File: config.mk
export PLATFORM = sky130hd
export DESIGN_NAME = tfrc_overtemp_signal_fan_config
export DESIGN_NICKNAME = d
export VERILOG_FILES = /design/src/tfrc_pin_sync.v /design/src/tfrc_overtemp_signal_fan_config.v
export VERILOG_INCLUDE_DIRS = /design/src
export SDC_FILE = /design/constraint.sdc
export NUM_CORES = 1
export LEC_CHECK = 0
export BUFFER_PORTS_ARGS = -buffer_cell sky130_fd_sc_hd__buf_2
export CAP_MARGIN = 10
export CORE_ASPECT_RATIO = 0.8
export CORE_MARGIN = 4
export CORE_UTILIZATION = 54
export DETAILED_ROUTE_END_ITERATION = 10
export GPL_TIMING_DRIVEN = 0
export PLACE_DENSITY = 0.9
export SYNTH_ARGS = -nofsm -noshare
export SYNTH_HDL_FRONTEND = slang
export SYNTH_SLANG_ARGS = --single-unit
File: constraint.sdc
create_clock -name clk_sys -period 4.4 [get_ports clk_sys]
set_input_delay 0.22 -clock clk_sys [delete_from_list [all_inputs] [get_ports clk_sys]]
set_output_delay 0.22 -clock clk_sys [all_outputs]
set_load 0.05 [all_outputs]
File: src/tfrc_consts.vh
`ifndef TFRC_CONSTS_VH
`define TFRC_CONSTS_VH

// ------------------------------------------------------------
// Register offsets
// ------------------------------------------------------------
`define TFRC_ADDR_STEP_FIRST 8'h14
`define TFRC_ADDR_STEP_SECOND 8'h15
`define TFRC_ADDR_CFG_ONE 8'h16
`define TFRC_ADDR_CFG_TWO 8'h17
`define TFRC_ADDR_STEP_MC 8'h18
`define TFRC_ADDR_STEP_SP 8'h19
`define TFRC_ADDR_CPU_ONE 8'h1A
`define TFRC_ADDR_CPU_TWO 8'h1B
`define TFRC_ADDR_CPU_THREE 8'h1C
`define TFRC_ADDR_PART_ID 8'h1D
`define TFRC_ADDR_TERM_HI 8'h1E
`define TFRC_ADDR_TERM_EXT 8'h1F
`define TFRC_ADDR_CPU_ZERO 8'h33

// ------------------------------------------------------------
// Reset values
// ------------------------------------------------------------
`define TFRC_RST_STEP 8'h00
`define TFRC_RST_CFG_ONE 8'h1C
`define TFRC_RST_CFG_TWO 8'h07
`define TFRC_RST_CPU 8'h80
`define TFRC_RST_TERM 10'h000

// ------------------------------------------------------------
// Field positions and masks
// ------------------------------------------------------------
`define TFRC_CFG1_TMR_LO 0
`define TFRC_CFG1_FULL_LO 2
`define TFRC_CFG1_PUSH_EN 5
`define TFRC_CFG1_SLAVE_EN 6
`define TFRC_CFG1_MASK 8'h7F
`define TFRC_CFG2_MASK 8'h07
`define TFRC_EXT_LO 4

// ------------------------------------------------------------
// Timer pin select codes and duty constants
// ------------------------------------------------------------
`define TFRC_TMR_OFF 2'h0
`define TFRC_TMR_PIN_A 2'h1
`define TFRC_TMR_PIN_B 2'h2
`define TFRC_TMR_PIN_C 2'h3
`define TFRC_DUTY_FULL 8'hFF

// Source order on the temperature buses
`define TFRC_SRC_PUSH 0
`define TFRC_SRC_SLAVE 1
`define TFRC_SRC_MASTER 2
`define TFRC_SRC_CPU 3
`define TFRC_SRC_DIODE 4

`endif

File: src/tfrc_pin_sync.v
`include "tfrc_consts.vh"

// Three-stage pin synchroniser; output moves when stages two and three agree
module tfrc_pin_sync
(
  input wire clk_sys,
  input wire srst,
  input wire pinIn,
  output reg pinOut
);

  reg stageOne;
  reg stageTwo;
  reg stageThree;

  // ------------------------------------------------------------
  // Sampling chain
  // ------------------------------------------------------------
  always @(posedge clk_sys)
  begin
    if (srst)
    begin
      stageOne <= 1'b0;
      stageTwo <= 1'b0;
      stageThree <= 1'b0;
      pinOut <= 1'b0;
    end
    else
    begin
      stageOne <= pinIn;
      stageTwo <= stageOne;
      stageThree <= stageTwo;
      if (stageTwo == stageThree)
        pinOut <= stageThree;
    end
  end

endmodule // tfrc_pin_sync

File: src/tfrc_overtemp_signal_fan_config.v
`include "tfrc_consts.vh"

// Summary of operation
// - With stepping on and an over-temperature event, a responding fan runs at the first step level.
// - With stepping on and temperature above limit plus step, a responding fan runs at the second step level.
// - The step interval comes from the two step-size registers, not a constant.
// - The two-bit timer pin select disables the timer input at 00 and picks one of three pins otherwise.
// - A per-fan bit chooses full duty (set) or programmed maximum duty (clear) on over-temperature with stepping off.
// - Pushed temperatures raise over-temperature only while the pushed source enable is set.
// - Slave sensor temperatures raise over-temperature only while the slave source enable is set.
// - Each fan reacts to over-temperature only while its own respond bit, at bits zero to two, is set.
// - A low four-bit field holds the step size for master sensor events.
// - A high four-bit field holds the step size for cpu control temperature events.
// - A low four-bit field holds the step size for the diode and local sensor events.
// - A high four-bit field holds the step size for pushed temperature events.
// - Each of the four cpu readings appears as an eight-bit read-only register.
// - The termination voltage register returns the upper eight bits of the conversion.
// - Bits five and four of the extended register return the two low bits of that conversion.
module tfrc_overtemp_signal_fan_config
#(
  parameter PART_ID = 8'h5A // Arbitrary identification value
)
(
  input wire clk_sys,
  input wire srst,
  input wire [7:0] regAddr,
  input wire [7:0] regWrData,
  input wire regWrite,
  input wire regRead,
  output reg [7:0] regRdData,
  input wire steppingEnable,
  input wire [39:0] srcTemp,
  input wire [39:0] srcLimit,
  input wire [23:0] fanNormalDuty,
  input wire [23:0] fanMaxDuty,
  input wire timerPinA,
  input wire timerPinB,
  input wire timerPinC,
  input wire [31:0] cpuReadings,
  input wire [9:0] termResult,
  input wire termValid,
  output reg [23:0] fanDuty,
  output reg [2:0] fanOverride,
  output reg overtempActive,
  output reg timerInput
);

  // ------------------------------------------------------------
  // Storage
  // ------------------------------------------------------------
  reg [7:0] first_step_level;
  reg [7:0] second_step_level;
  reg [7:0] overtempConfigOne;
  reg [7:0] overtempConfigTwo;
  reg [7:0] stepSizeMasterCpu;
  reg [7:0] stepSizeSensorPush;
  reg [31:0] cpuHeld;
  reg [9:0] termHeld;
  reg termFrozen;
  reg [7:0] next_regRdData;

  wire [1:0] timerPinSelect;
  wire [2:0] fanFullSelect;
  wire pushedSourceEnable;
  wire slaveSensorSourceEnable;
  wire [2:0] fanOvertempRespond;
  wire [3:0] masterSensorStepSize;
  wire [3:0] cpuControlStepSize;
  wire [3:0] diodeSensorStepSize;
  wire [3:0] pushedTempStepSize;
  wire syncPinA;
  wire syncPinB;
  wire syncPinC;
  wire [19:0] stepBus;
  wire [4:0] srcEnable;
  wire [4:0] srcOver;
  wire [4:0] srcOverStep;
  wire anyOver;
  wire anyOverStep;

  // Field views of the configuration registers
  assign timerPinSelect = overtempConfigOne[1:0];
  assign fanFullSelect = overtempConfigOne[4:2];
  assign pushedSourceEnable = overtempConfigOne[`TFRC_CFG1_PUSH_EN];
  assign slaveSensorSourceEnable = overtempConfigOne[`TFRC_CFG1_SLAVE_EN];
  assign fanOvertempRespond = overtempConfigTwo[2:0];
  assign masterSensorStepSize = stepSizeMasterCpu[3:0];
  assign cpuControlStepSize = stepSizeMasterCpu[7:4];
  assign diodeSensorStepSize = stepSizeSensorPush[3:0];
  assign pushedTempStepSize = stepSizeSensorPush[7:4];

  // ------------------------------------------------------------
  // Register writes
  // ------------------------------------------------------------
  always @(posedge clk_sys)
  begin
    if (srst)
    begin
      first_step_level <= `TFRC_RST_STEP;
      second_step_level <= `TFRC_RST_STEP;
      overtempConfigOne <= `TFRC_RST_CFG_ONE;
      overtempConfigTwo <= `TFRC_RST_CFG_TWO;
      stepSizeMasterCpu <= `TFRC_RST_STEP;
      stepSizeSensorPush <= `TFRC_RST_STEP;
    end
    else if (regWrite)
    begin
      case (regAddr)
        `TFRC_ADDR_STEP_FIRST:
          first_step_level <= regWrData;
        `TFRC_ADDR_STEP_SECOND:
          second_step_level <= regWrData;
        `TFRC_ADDR_CFG_ONE:
          overtempConfigOne <= regWrData & `TFRC_CFG1_MASK;
        `TFRC_ADDR_CFG_TWO:
          overtempConfigTwo <= regWrData & `TFRC_CFG2_MASK;
        `TFRC_ADDR_STEP_MC:
          stepSizeMasterCpu <= regWrData;
        `TFRC_ADDR_STEP_SP:
          stepSizeSensorPush <= regWrData;
        default:
          first_step_level <= first_step_level;
      endcase
    end
  end

  // ------------------------------------------------------------
  // Result capture
  // ------------------------------------------------------------
  // Cpu readings follow their sources
  always @(posedge clk_sys)
  begin
    if (srst)
      cpuHeld <= {4{`TFRC_RST_CPU}};
    else
      cpuHeld <= cpuReadings;
  end

  // Conversion result, frozen between extended and upper byte reads
  always @(posedge clk_sys)
  begin
    if (srst)
    begin
      termHeld <= `TFRC_RST_TERM;
      termFrozen <= 1'b0;
    end
    else
    begin
      if (termValid && !termFrozen)
        termHeld <= termResult;
      if (regRead && regAddr == `TFRC_ADDR_TERM_EXT)
        termFrozen <= 1'b1;
      else if (regRead && regAddr == `TFRC_ADDR_TERM_HI)
        termFrozen <= 1'b0;
    end
  end

  // ------------------------------------------------------------
  // Register reads
  // ------------------------------------------------------------
  always @*
  begin
    next_regRdData = 8'h00;
    case (regAddr)
      `TFRC_ADDR_STEP_FIRST:
        next_regRdData = first_step_level;
      `TFRC_ADDR_STEP_SECOND:
        next_regRdData = second_step_level;
      `TFRC_ADDR_CFG_ONE:
        next_regRdData = overtempConfigOne;
      `TFRC_ADDR_CFG_TWO:
        next_regRdData = overtempConfigTwo;
      `TFRC_ADDR_STEP_MC:
        next_regRdData = stepSizeMasterCpu;
      `TFRC_ADDR_STEP_SP:
        next_regRdData = stepSizeSensorPush;
      `TFRC_ADDR_CPU_ZERO:
        next_regRdData = cpuHeld[7:0];
      `TFRC_ADDR_CPU_ONE:
        next_regRdData = cpuHeld[15:8];
      `TFRC_ADDR_CPU_TWO:
        next_regRdData = cpuHeld[23:16];
      `TFRC_ADDR_CPU_THREE:
        next_regRdData = cpuHeld[31:24];
      `TFRC_ADDR_PART_ID:
        next_regRdData = PART_ID[7:0];
      `TFRC_ADDR_TERM_HI:
        next_regRdData = termHeld[9:2];
      `TFRC_ADDR_TERM_EXT:
        next_regRdData = {2'b00, termHeld[1:0], 4'h0};
      default:
        next_regRdData = 8'h00;
    endcase
  end

  // Read data held until the next read
  always @(posedge clk_sys)
  begin
    if (srst)
      regRdData <= 8'h00;
    else if (regRead)
      regRdData <= next_regRdData;
  end

  // ------------------------------------------------------------
  // Per-source over-temperature detection
  // ------------------------------------------------------------
  // Step size per source, slave sensors share the master field
  assign stepBus = {diodeSensorStepSize, cpuControlStepSize,
                    masterSensorStepSize, masterSensorStepSize,
                    pushedTempStepSize};
  assign srcEnable = {1'b1, 1'b1, 1'b1, slaveSensorSourceEnable,
                      pushedSourceEnable};

  genvar s;
  generate
    for (s = 0; s < 5; s = s + 1)
    begin : gSrc
      wire [7:0] temp;
      wire [7:0] limit;
      wire [8:0] limitPlusStep;
      assign temp = srcTemp[8*s+7:8*s];
      assign limit = srcLimit[8*s+7:8*s];
      assign limitPlusStep = {1'b0, limit} + {5'h00, stepBus[4*s+3:4*s]};
      // Source gated by its enable
      assign srcOver[s] = srcEnable[s] && (temp > limit);
      assign srcOverStep[s] = srcEnable[s] &&
                              ({1'b0, temp} > limitPlusStep);
    end
  endgenerate

  assign anyOver = |srcOver;
  assign anyOverStep = |srcOverStep;

  // ------------------------------------------------------------
  // Fan duty selection
  // ------------------------------------------------------------
  genvar f;
  generate
    for (f = 0; f < 3; f = f + 1)
    begin : gFan
      reg [7:0] next_duty;
      reg next_override;
      always @*
      begin
        next_duty = fanNormalDuty[8*f+7:8*f];
        next_override = 1'b0;
        if (anyOver && fanOvertempRespond[f])
        begin
          next_override = 1'b1;
          if (steppingEnable)
          begin
            if (anyOverStep)
              next_duty = second_step_level;
            else
              next_duty = first_step_level;
          end
          else if (fanFullSelect[f])
            next_duty = `TFRC_DUTY_FULL;
          else
            next_duty = fanMaxDuty[8*f+7:8*f];
        end
      end

      // Registered duty per fan
      always @(posedge clk_sys)
      begin
        if (srst)
        begin
          fanDuty[8*f+7:8*f] <= 8'h00;
          fanOverride[f] <= 1'b0;
        end
        else
        begin
          fanDuty[8*f+7:8*f] <= next_duty;
          fanOverride[f] <= next_override;
        end
      end
    end
  endgenerate

  // Any enabled source over its limit
  always @(posedge clk_sys)
  begin
    if (srst)
      overtempActive <= 1'b0;
    else
      overtempActive <= anyOver;
  end

  // ------------------------------------------------------------
  // Timer input pin selection
  // ------------------------------------------------------------
  tfrc_pin_sync uSyncA
  (
    .clk_sys(clk_sys),
    .srst(srst),
    .pinIn(timerPinA),
    .pinOut(syncPinA)
  );

  tfrc_pin_sync uSyncB
  (
    .clk_sys(clk_sys),
    .srst(srst),
    .pinIn(timerPinB),
    .pinOut(syncPinB)
  );

  tfrc_pin_sync uSyncC
  (
    .clk_sys(clk_sys),
    .srst(srst),
    .pinIn(timerPinC),
    .pinOut(syncPinC)
  );

  // Selected pin drives the timer input, zero when disabled
  always @(posedge clk_sys)
  begin
    if (srst)
      timerInput <= 1'b0;
    else
    begin
      case (timerPinSelect)
        `TFRC_TMR_OFF:
          timerInput <= 1'b0;
        `TFRC_TMR_PIN_A:
          timerInput <= syncPinA;
        `TFRC_TMR_PIN_B:
          timerInput <= syncPinB;
        `TFRC_TMR_PIN_C:
          timerInput <= syncPinC;
        default:
          timerInput <= 1'b0;
      endcase
    end
  end

endmodule // tfrc_overtemp_signal_fan_config

# == Word level (Yosys, flattened, before mapping) ==
# Index checks and enable logic that the tools add are counted.
# op_classes
n_reduce_logical,21
addsub,5
mux,17
order_cmp,10
n_eq_ne,19
# op_table
operator,n
8-bit one-hot mux with 13 select lines,1
"8-bit by 5-bit equality test with 1-bit output, second input constant",12
8-bit two-way mux,10
8-bit by 4-bit adder with 9-bit output,5
8-bit by 9-bit greater-than comparator with 1-bit output,5
8-bit greater-than comparator,5
2-bit AND reduction,6
1-bit logical AND,10
5-bit OR reduction,2
"8-bit by 6-bit equality test with 1-bit output, second input constant",1
1-bit two-way mux,5
"2-bit equality test, second input constant",2
1-bit one-hot mux with 4 select lines,1
1-bit equality test,3
"2-bit by 1-bit equality test with 1-bit output, second input constant",1
2-bit logical NOT,1
2-bit nonzero test,1
1-bit logical NOT,1
# totals
in_bits,195
out_inout_bits,37
register_bits,134
elab_cells,102

# == Depth between registers and ports, before layout ==
# Gate-level depths: netlist of the first run.
# logic_depth
ltp_word,7
ltp_mapped,16
depth_no_buf,16

# == Hierarchy ==
# A second synthesis of the first run with hierarchy kept.
# unflattened
hier_cells,1018
hier_area_um2,8623.3
# by_module_without_submodules
module,seq_area_each_um2,area_per_inst_um2,cells_each,n_inst
tfrc_overtemp_signal_fan_config,2442.3,8285.4,988,1
tfrc_pin_sync,80.1,112.6,10,3

# == Worst setup path after synthesis of the first run ==
# Ideal clock, no wire load.
# synth_timing
path_type,flip-flop to flip-flop
start,register stepSizeSensorPush[4]
end,register fanDuty[0]
path_stages_with_launch,16
setup_slack_ps,852
n_path_buf,0
period_less_slack_ps,3548
t_arrival_ps,3457
setup_time_ps,91
required_ps,4309
path_cell_list,dfxtp_1 -> ha_1 -> inv_1 -> fa_1 -> nor2b_1 -> o21ai_0 -> nand2b_1 -> nand3_1 -> xnor2_1 -> ha_1 -> a21o_1 -> a221oi_2 -> a2111oi_2 -> nor4_4 -> mux2_4 -> a311oi_1
# synth_between
elab_chain_len,7
# synth_lines
item,line_no,source
"start, declared",tfrc_overtemp_signal_fan_config.v:56,reg [7:0] stepSizeSensorPush;
"start signal, assigned",tfrc_overtemp_signal_fan_config.v:104,stepSizeSensorPush <= `TFRC_RST_STEP;
"start signal, assigned",tfrc_overtemp_signal_fan_config.v:120,stepSizeSensorPush <= regWrData;
8-bit by 4-bit adder with 9-bit output,tfrc_overtemp_signal_fan_config.v:224,"assign limitPlusStep = {1'b0, limit} + {5'h00, stepBus[4*s+3:4*s]};"
8-bit by 9-bit greater-than comparator with 1-bit output,tfrc_overtemp_signal_fan_config.v:228,"({1'b0, temp} > limitPlusStep);"
1-bit logical AND,tfrc_overtemp_signal_fan_config.v:227,assign srcOverStep[s] = srcEnable[s] &&
5-bit OR reduction,tfrc_overtemp_signal_fan_config.v:233,assign anyOverStep = |srcOverStep;
8-bit two-way mux,tfrc_overtemp_signal_fan_config.v:253,if (anyOverStep)
8-bit two-way mux,tfrc_overtemp_signal_fan_config.v:251,if (steppingEnable)
8-bit two-way mux,tfrc_overtemp_signal_fan_config.v:248,if (anyOver && fanOvertempRespond[f])
"end signal, assigned by index",tfrc_overtemp_signal_fan_config.v:275,fanDuty[8*f+7:8*f] <= next_duty;
"end, declared",tfrc_overtemp_signal_fan_config.v:42,"output reg [23:0] fanDuty,"
# Every way passes these cells.
# A chain may end at the register's enable or synchronous reset.

# == Worst setup path in the final report of the first run ==
# layout_timing
start,register stepSizeSensorPush[4]
end,register fanDuty[14]
# The elaborated chain is that of the path after synthesis.

==> results of run 1 <==
==> placed cells by master, fill, tap and decap left out, drive strengths merged, types with 5 or more instances in the layout <==
master,netlist,final
a211oi,7,7
a21o,18,18
a21oi,79,79
a22oi,10,10
a311oi,25,25
buf,12,240
bufinv,0,5
clkbuf,30,51
dfxtp,134,134
fa,5,5
ha,100,100
inv,55,57
mux2,14,14
mux2i,45,45
mux4,8,8
nand2,66,66
nand2b,8,8
nand3,14,14
nand4,19,19
nor2,68,68
nor2b,55,55
nor3,13,13
o211ai,11,11
o21ai,24,24
o21bai,24,24
o22ai,5,5
or2,6,6
xnor2,22,22
xor2,8,8
==> where the power goes <==
part           internal, mW  switching [mW]  total, mW
logic                 0.255           0.394      0.649
clock network          1.04           0.532       1.57
registers              1.27          0.0186       1.28
==> layer usage <==
metal  share of wire (%)  GRT usage, %
met1                  43          37.8
met4                 2.3          8.03
met3                 9.7          7.55
met5                   0             0
met2                  45          47.5
==> layout make-up <==
type	count	area share, %
Buffer	42	1.65
Multi-Input combinational cell	702	50.9
Tap cell	210	2.49
Inverter	56	1.99
Clock inverter	10	1.83
Clock buffer	21	4.36
Sequential cell	134	25.4
Antenna cell	1	0.0237
Timing Repair Buffer	232	11.3
==> path summary, 6_finish.rpt <==
kind | end | slack (ns) | cells past startpoint
setup / recovery | fanDuty[14] | 0.49 | 17
hold / removal | cpuHeld[21] | 0.007 | 2
setup reg to reg | fanDuty[14] | 0.49 | 17
hold reg to reg | uSyncA.stageTwo | 0.44 | 1
==> stage by stage <==
step	area, µm²	util, %	power (mW)	hold slack [ns]	instances
after floorplan	8430	-	1.71	0.324	934
after global placement	9830	64.8	1.92	0.404	1371
after detailed placement	9830	64.8	1.94	0.405	1371
after CTS	10500	69.4	3.50	0.000538	1406
after global routing	10500	69.5	3.63	0.0131	1407
final	10500	69.6	3.50	0.00664	1408
==> timing repair <==
item	4_1_cts	5_1_grt
endpoints found under the setup margin	0	3
setup buffers	0	1
hold buffers	4	0
endpoints found under the hold margin	4	0
==> worst reg2reg max path: stages, from the launching register on <==
cell and delay (ns):
dfxtp_1 0.41, ha_1 0.20, inv_1 0.06, fa_1 0.40, nor2b_1 0.13, o21ai_0 0.09
nand2b_1 0.15, nand3_1 0.11, xnor2_1 0.14, ha_1 0.30, nand3_1 0.10, nor2_1 0.15
a221oi_2 0.09, a2111oi_2 0.61, nor4_4 0.08, buf_12 0.17, mux2_4 0.34, a311oi_1 0.28
==> kinds of logic (layout without fill, tap and decap cells) <==
logic type,count (synthesis),in the layout,synth area share [%]
buf+inv,98,361,4.55
compound gates,236,236,18.8
fa+ha+maj,105,105,16.0
mux,67,67,9.70
other cells,0,1,0
xor+xnor,30,30,3.12
simple gates,264,264,16.0
flops,134,134,31.8
==> state kept, by name, indices dropped and copies added (netlist names), 3 cells and up <==
| register | count |
|---|---|
| first_step_level | 8 |
| stepSizeSensorPush | 8 |
| cpuHeld | 32 |
| fanOverride | 3 |
| overtempConfigOne | 7 |
| termHeld | 10 |
| second_step_level | 8 |
| overtempConfigTwo | 3 |
| regRdData | 8 |
| stepSizeMasterCpu | 8 |
| fanDuty | 24 |
==> results_dict.tcl, run 1 <==
set metrics [dict create \
    ios 232 \
    post_cts_resized 0 \
    fillers 1174 \
    route.detailed.wl_per_inst_um 18.4 \
    synth-edff-count 0 \
    finalHoldViolCount 0 \
    htree_levels 4 \
    slew_headroom_pct 46.8 \
    synth-seq-cells 134 \
    peakVddDrop_v 0.000259 \
    syn_nets 1234 \
    die_area_um2 17700 \
    p_leak_nw 4.88 \
    crit_required_ns 4.71 \
    multi_input_area_um2 5370 \
    initial_core_util_pct 55.6 \
    rows 40 \
    ys_top_cells_by_area "dfxtp_1, ha_1, mux2i_1, a21oi_1, nor2b_1" \
    cts_tree "yes" \
    grt_first_pass_wirelength_um 40700 \
    viasPerCell 5.76 \
    ys_types 61 \
    post-place-ws_ns 0.205 \
    fin_ws_ns 0.493 \
    crit_arrival_ns 4.22 \
    core_um2 15200 \
    clock_skew_ns 0.0119 \
    cap_violations 0 \
    area_delta_synth_final_pct 25.1 \
    antenna_found_initial 1 \
    regArea_um2 2680 \
    drc 0 \
    clock-sinks 134 \
    worstSetupStartpointType "flop" \
    critPathSlowestCell "a2111oi_2" \
    drtIter0Drc 548 \
    worst_slew_pin_slew_ns 0.793 \
    nets 1485 \
    finalWirelength_um 25900 \
    cts_max_path_buffers 2 \
    synth_top_area_share_pct 31.8 \
    slew_viol_final 0 \
    cp_max_fo 8 \
    cts_inserted_buffers 17 \
    cts-root-buf "clkbuf_16" \
    fin_crit_sh_pct 88.8 \
    die_h_um 120 \
    hp-start "cpuReadings[21]" \
    synth_common_cells "dfxtp_1, ha_1, a21oi_1" \
    grt_pass1_vias 7991 \
    tns_ns 0 \
    rsz0062_at_grt "no" \
    hp-class "in2reg" \
    status "finished clean" \
    syn_area_um2 8430 \
    port_buffers 227 \
    fmax_mhz 256 \
    async_flop_share_pct 0 \
    gp_congestion 0.960 \
    ant_nets 0 \
    worst-path-buf-inv 2 \
    synthCells 934 \
    finalCriticalPeriod_ns 3.91 \
    path_class "reg2reg" \
    dr.pass1.iters 8 \
    via_count 8104 \
    path_cells "ha_1 > inv_1 > fa_1 > nor2b_1 > o21ai_0 > nand2b_1 > nand3_1 > xnor2_1 > ha_1 > nand3_1 > nor2_1 > a221oi_2 > a2111oi_2 > nor4_4 > buf_12 > mux2_4 > a311oi_1" \
    yosysTopAreaCell "dfxtp_1" \
    layout-drive-gt1-share_pct 25.2 \
    ys_warn_count 0 \
    cp_slowest_stage_delay_ns 0.61 \
    power_density_nw_per_um2 332 \
    crit_start "stepSizeSensorPush[4]" \
    grt_usage_pct 28.9 \
    grt_max_degree 17 \
    yosysMostFrequentCell "dfxtp_1" \
    setup_violations 0 \
    clk-insertion-delay-late_ns 0.42 \
    clk_transition_reported_paths_ns 0.06 \
    cp_top_family "compound AO/OA/AOI/OAI gates" \
    reg2reg_from "stepSizeSensorPush[4]" \
    endpoint_kind "flop" \
    seq_area_frac_synth_pct 31.8 \
    die_w_um 148 \
    syn_avg_cell_area_um2 9.03 \
    dp_hpwl_um 20700 \
    grt_overflow 0 \
    synth_ff_type "dfxtp_1" \
]
(Power assumes the default switching activity.)
==> run 2: changes to the inputs <==
ABC_AREA = 1   (was not set)
==> results_dict.tcl, run 2 <==
set metrics [dict create \
    swShare_pct 29.4 \
    yosysTopAreaCell "dfxtp_1" \
    cts_inserted_buffers 17 \
    cap_violations 0 \
    status "finished clean" \
    switchingPower_uw 988 \
    cts_tree "yes" \
    worstSetupStartpointType "flop" \
    htree_levels 4 \
    die_w_um 149 \
    synth_common_cells "nand2_1, inv_1, nor2_1" \
    grt_max_degree 17 \
    fmax_mhz 297 \
    mostFrequentLayoutCell "buf_2" \
    dpl_cell_area_um2 9970 \
    die_h_um 121 \
    ys_warn_count 0 \
    most-common-layout-cells "buf_2, nand2_1, inv_1" \
    synth_top_area_share_pct 31.3 \
    ys_types 40 \
    hp-class "in2reg" \
    route.detailed.wl_per_inst_um 15.1 \
    rrSetupSlack_ns 1.03 \
    core_um2 15300 \
    antenna_found_initial 0 \
    fin_crit_sh_pct 76.5 \
    finalCriticalPeriod_ns 3.37 \
    path_class "reg2reg" \
    nets 1792 \
    drc 0 \
    clkPwrFrac_pct 41.7 \
    clk-insertion-delay-late_ns 0.41 \
    ant_nets 0 \
    p_leak_nw 5.58 \
    cts_max_path_buffers 2 \
    crit_arrival_ns 3.71 \
    regMostFlops "cpuHeld" \
    rows 40 \
    via_count 9019 \
    syn_area_um2 8560 \
    initial_core_util_pct 56.1 \
    grt_overflow 0 \
    endpoint_kind "flop" \
    seqPwrFrac_pct 38.4 \
    syn_avg_cell_area_um2 6.90 \
    largest_register_ffs 32 \
    synth-edff-count 0 \
    finalWirelength_um 25900 \
    setup_violations 0 \
    clock-sinks 134 \
    slew_viol_final 0 \
    rsz0062_at_grt "no" \
    seq_area_frac_synth_pct 31.3 \
    post_cts_resized 0 \
    clk_transition_reported_paths_ns 0.06 \
    slew_headroom_pct 55.2 \
    grt_pass1_vias 8568 \
    largestRegisters "cpuHeld: 32 flops, fanDuty: 24 flops, termHeld: 10 flops" \
    fillers 1258 \
    viasPerCell 5.26 \
    cp_max_fo 9 \
    regArea_um2 2680 \
    port_buffers 229 \
    tns_ns 0 \
    power_density_nw_per_um2 317 \
    drtIter0Drc 702 \
    comb_power_share_pct 19.9 \
    die_area_um2 18000 \
    n_antenna_cell 0 \
    grt_first_pass_wirelength_um 41000 \
    async_flop_share_pct 0 \
    dp_hpwl_um 21000 \
    ios 232 \
    post-route-cell-area_um2 10600 \
    synth_ff_type "dfxtp_1" \
    layout-drive-gt1-share_pct 18.9 \
    finalHoldViolCount 0 \
    gp_congestion 0.962 \
    dr.pass1.iters 6 \
    synth-seq-cells 134 \
    ys_top_cells_by_area "dfxtp_1, ha_1, nand2_1, inv_1, nor2_1" \
    peakVddDrop_v 0.000314 \
    yosysMostFrequentCell "nand2_1" \
    cts-root-buf "clkbuf_16" \
    syn_nets 1541 \
    clock_skew_ns 0.00825 \
    worst_slew_pin_slew_ns 0.667 \
    synthCells 1241 \
    grt_usage_pct 28.4 \
    multi_input_area_um2 4960 \
    area_delta_synth_final_pct 23.6 \
    crit_required_ns 4.74 \
    p_int_mw 2.37 \
]
## run 2: cell families (layout without fill, tap and decap cells)
group | Yosys count | after routing | synth area share, %
buffers and inverters | 237 | 501 | 10.8
flip-flops | 134 | 134 | 31.3
adder cells (fa/ha/maj) | 105 | 105 | 15.8
XOR/XNOR | 28 | 28 | 2.86
AND/OR/NAND/NOR | 495 | 495 | 23.7
AO/OA/AOI/OAI | 242 | 242 | 15.5
## run 2: layout make-up
type / count / share of cell area, %
inverters: 206 / 7.30
flip-flops and latches: 134 / 25.3
repair buffers: 232 / 11.1
plain buffers: 31 / 1.42
clock inverters: 11 / 1.16
multi-input cells: 870 / 46.8
clock buffers: 21 / 4.35
well taps: 210 / 2.48
## run 2: worst max-delay path, stage by stage, from the launching register on
cell and delay [ns]:
dfxtp_1 0.44, ha_1 0.21, inv_1 0.05, fa_1 0.38, nand3b_1 0.17, nand2_1 0.13, nand3_1 0.14, xor2_1 0.18
ha_1 0.30, a21oi_1 0.18, nand2_1 0.07, nand2_1 0.05, nand2_1 0.05, nand2_2 0.21, nand2_4 0.10, o21ai_0 0.17
nand3_1 0.23, a21oi_1 0.20
## run 2: per-layer routing
layer  track usage (%)  routed length, µm  vias up
li1                  -                  -     4507
met4              10.5                856        0
met1              37.7              11200     3987
met3              5.36               2390       80
met5                 0                  0        -
met2              46.0              11400      445
## run 2: repair_timing
| item | 4_1_cts | 5_1_grt |
|---|---|---|
| endpoints found under the hold margin | 3 | 0 |
| hold buffers | 3 | 0 |
| buffers inserted | 0 | 0 |
## run 2: worst paths after layout
check,startpoint,endpoint,cells after the start
setup reg to reg,stepSizeMasterCpu[0],fanDuty[19],17
setup / recovery,stepSizeMasterCpu[0],fanDuty[19],17
hold / removal,cpuReadings[13],cpuHeld[13],3
hold reg to reg,uSyncB.stageOne,uSyncB.stageTwo,2
## run 2: power groups by stage
stage	clock, mW	sequential, mW	combinational (mW)
after floorplan	0	1.42	0.319
after global placement	0	1.31	0.641
after detailed placement	0	1.32	0.661
after CTS	1.41	1.29	0.667
after global routing	1.46	1.29	0.750
final	1.40	1.29	0.670
## run 2: per-stage QoR
step	util, %	hold slack (ns)	setup WS, ns	cells	power (mW)
after floorplan	-	0.324	1.67	1241	1.74
after global placement	65.3	0.393	1.15	1680	1.96
after detailed placement	65.3	0.394	1.07	1680	1.98
after CTS	69.4	0.00134	1.04	1715	3.36
after global routing	69.4	0.0103	0.726	1715	3.50
final	69.4	0.00808	1.03	1715	3.36
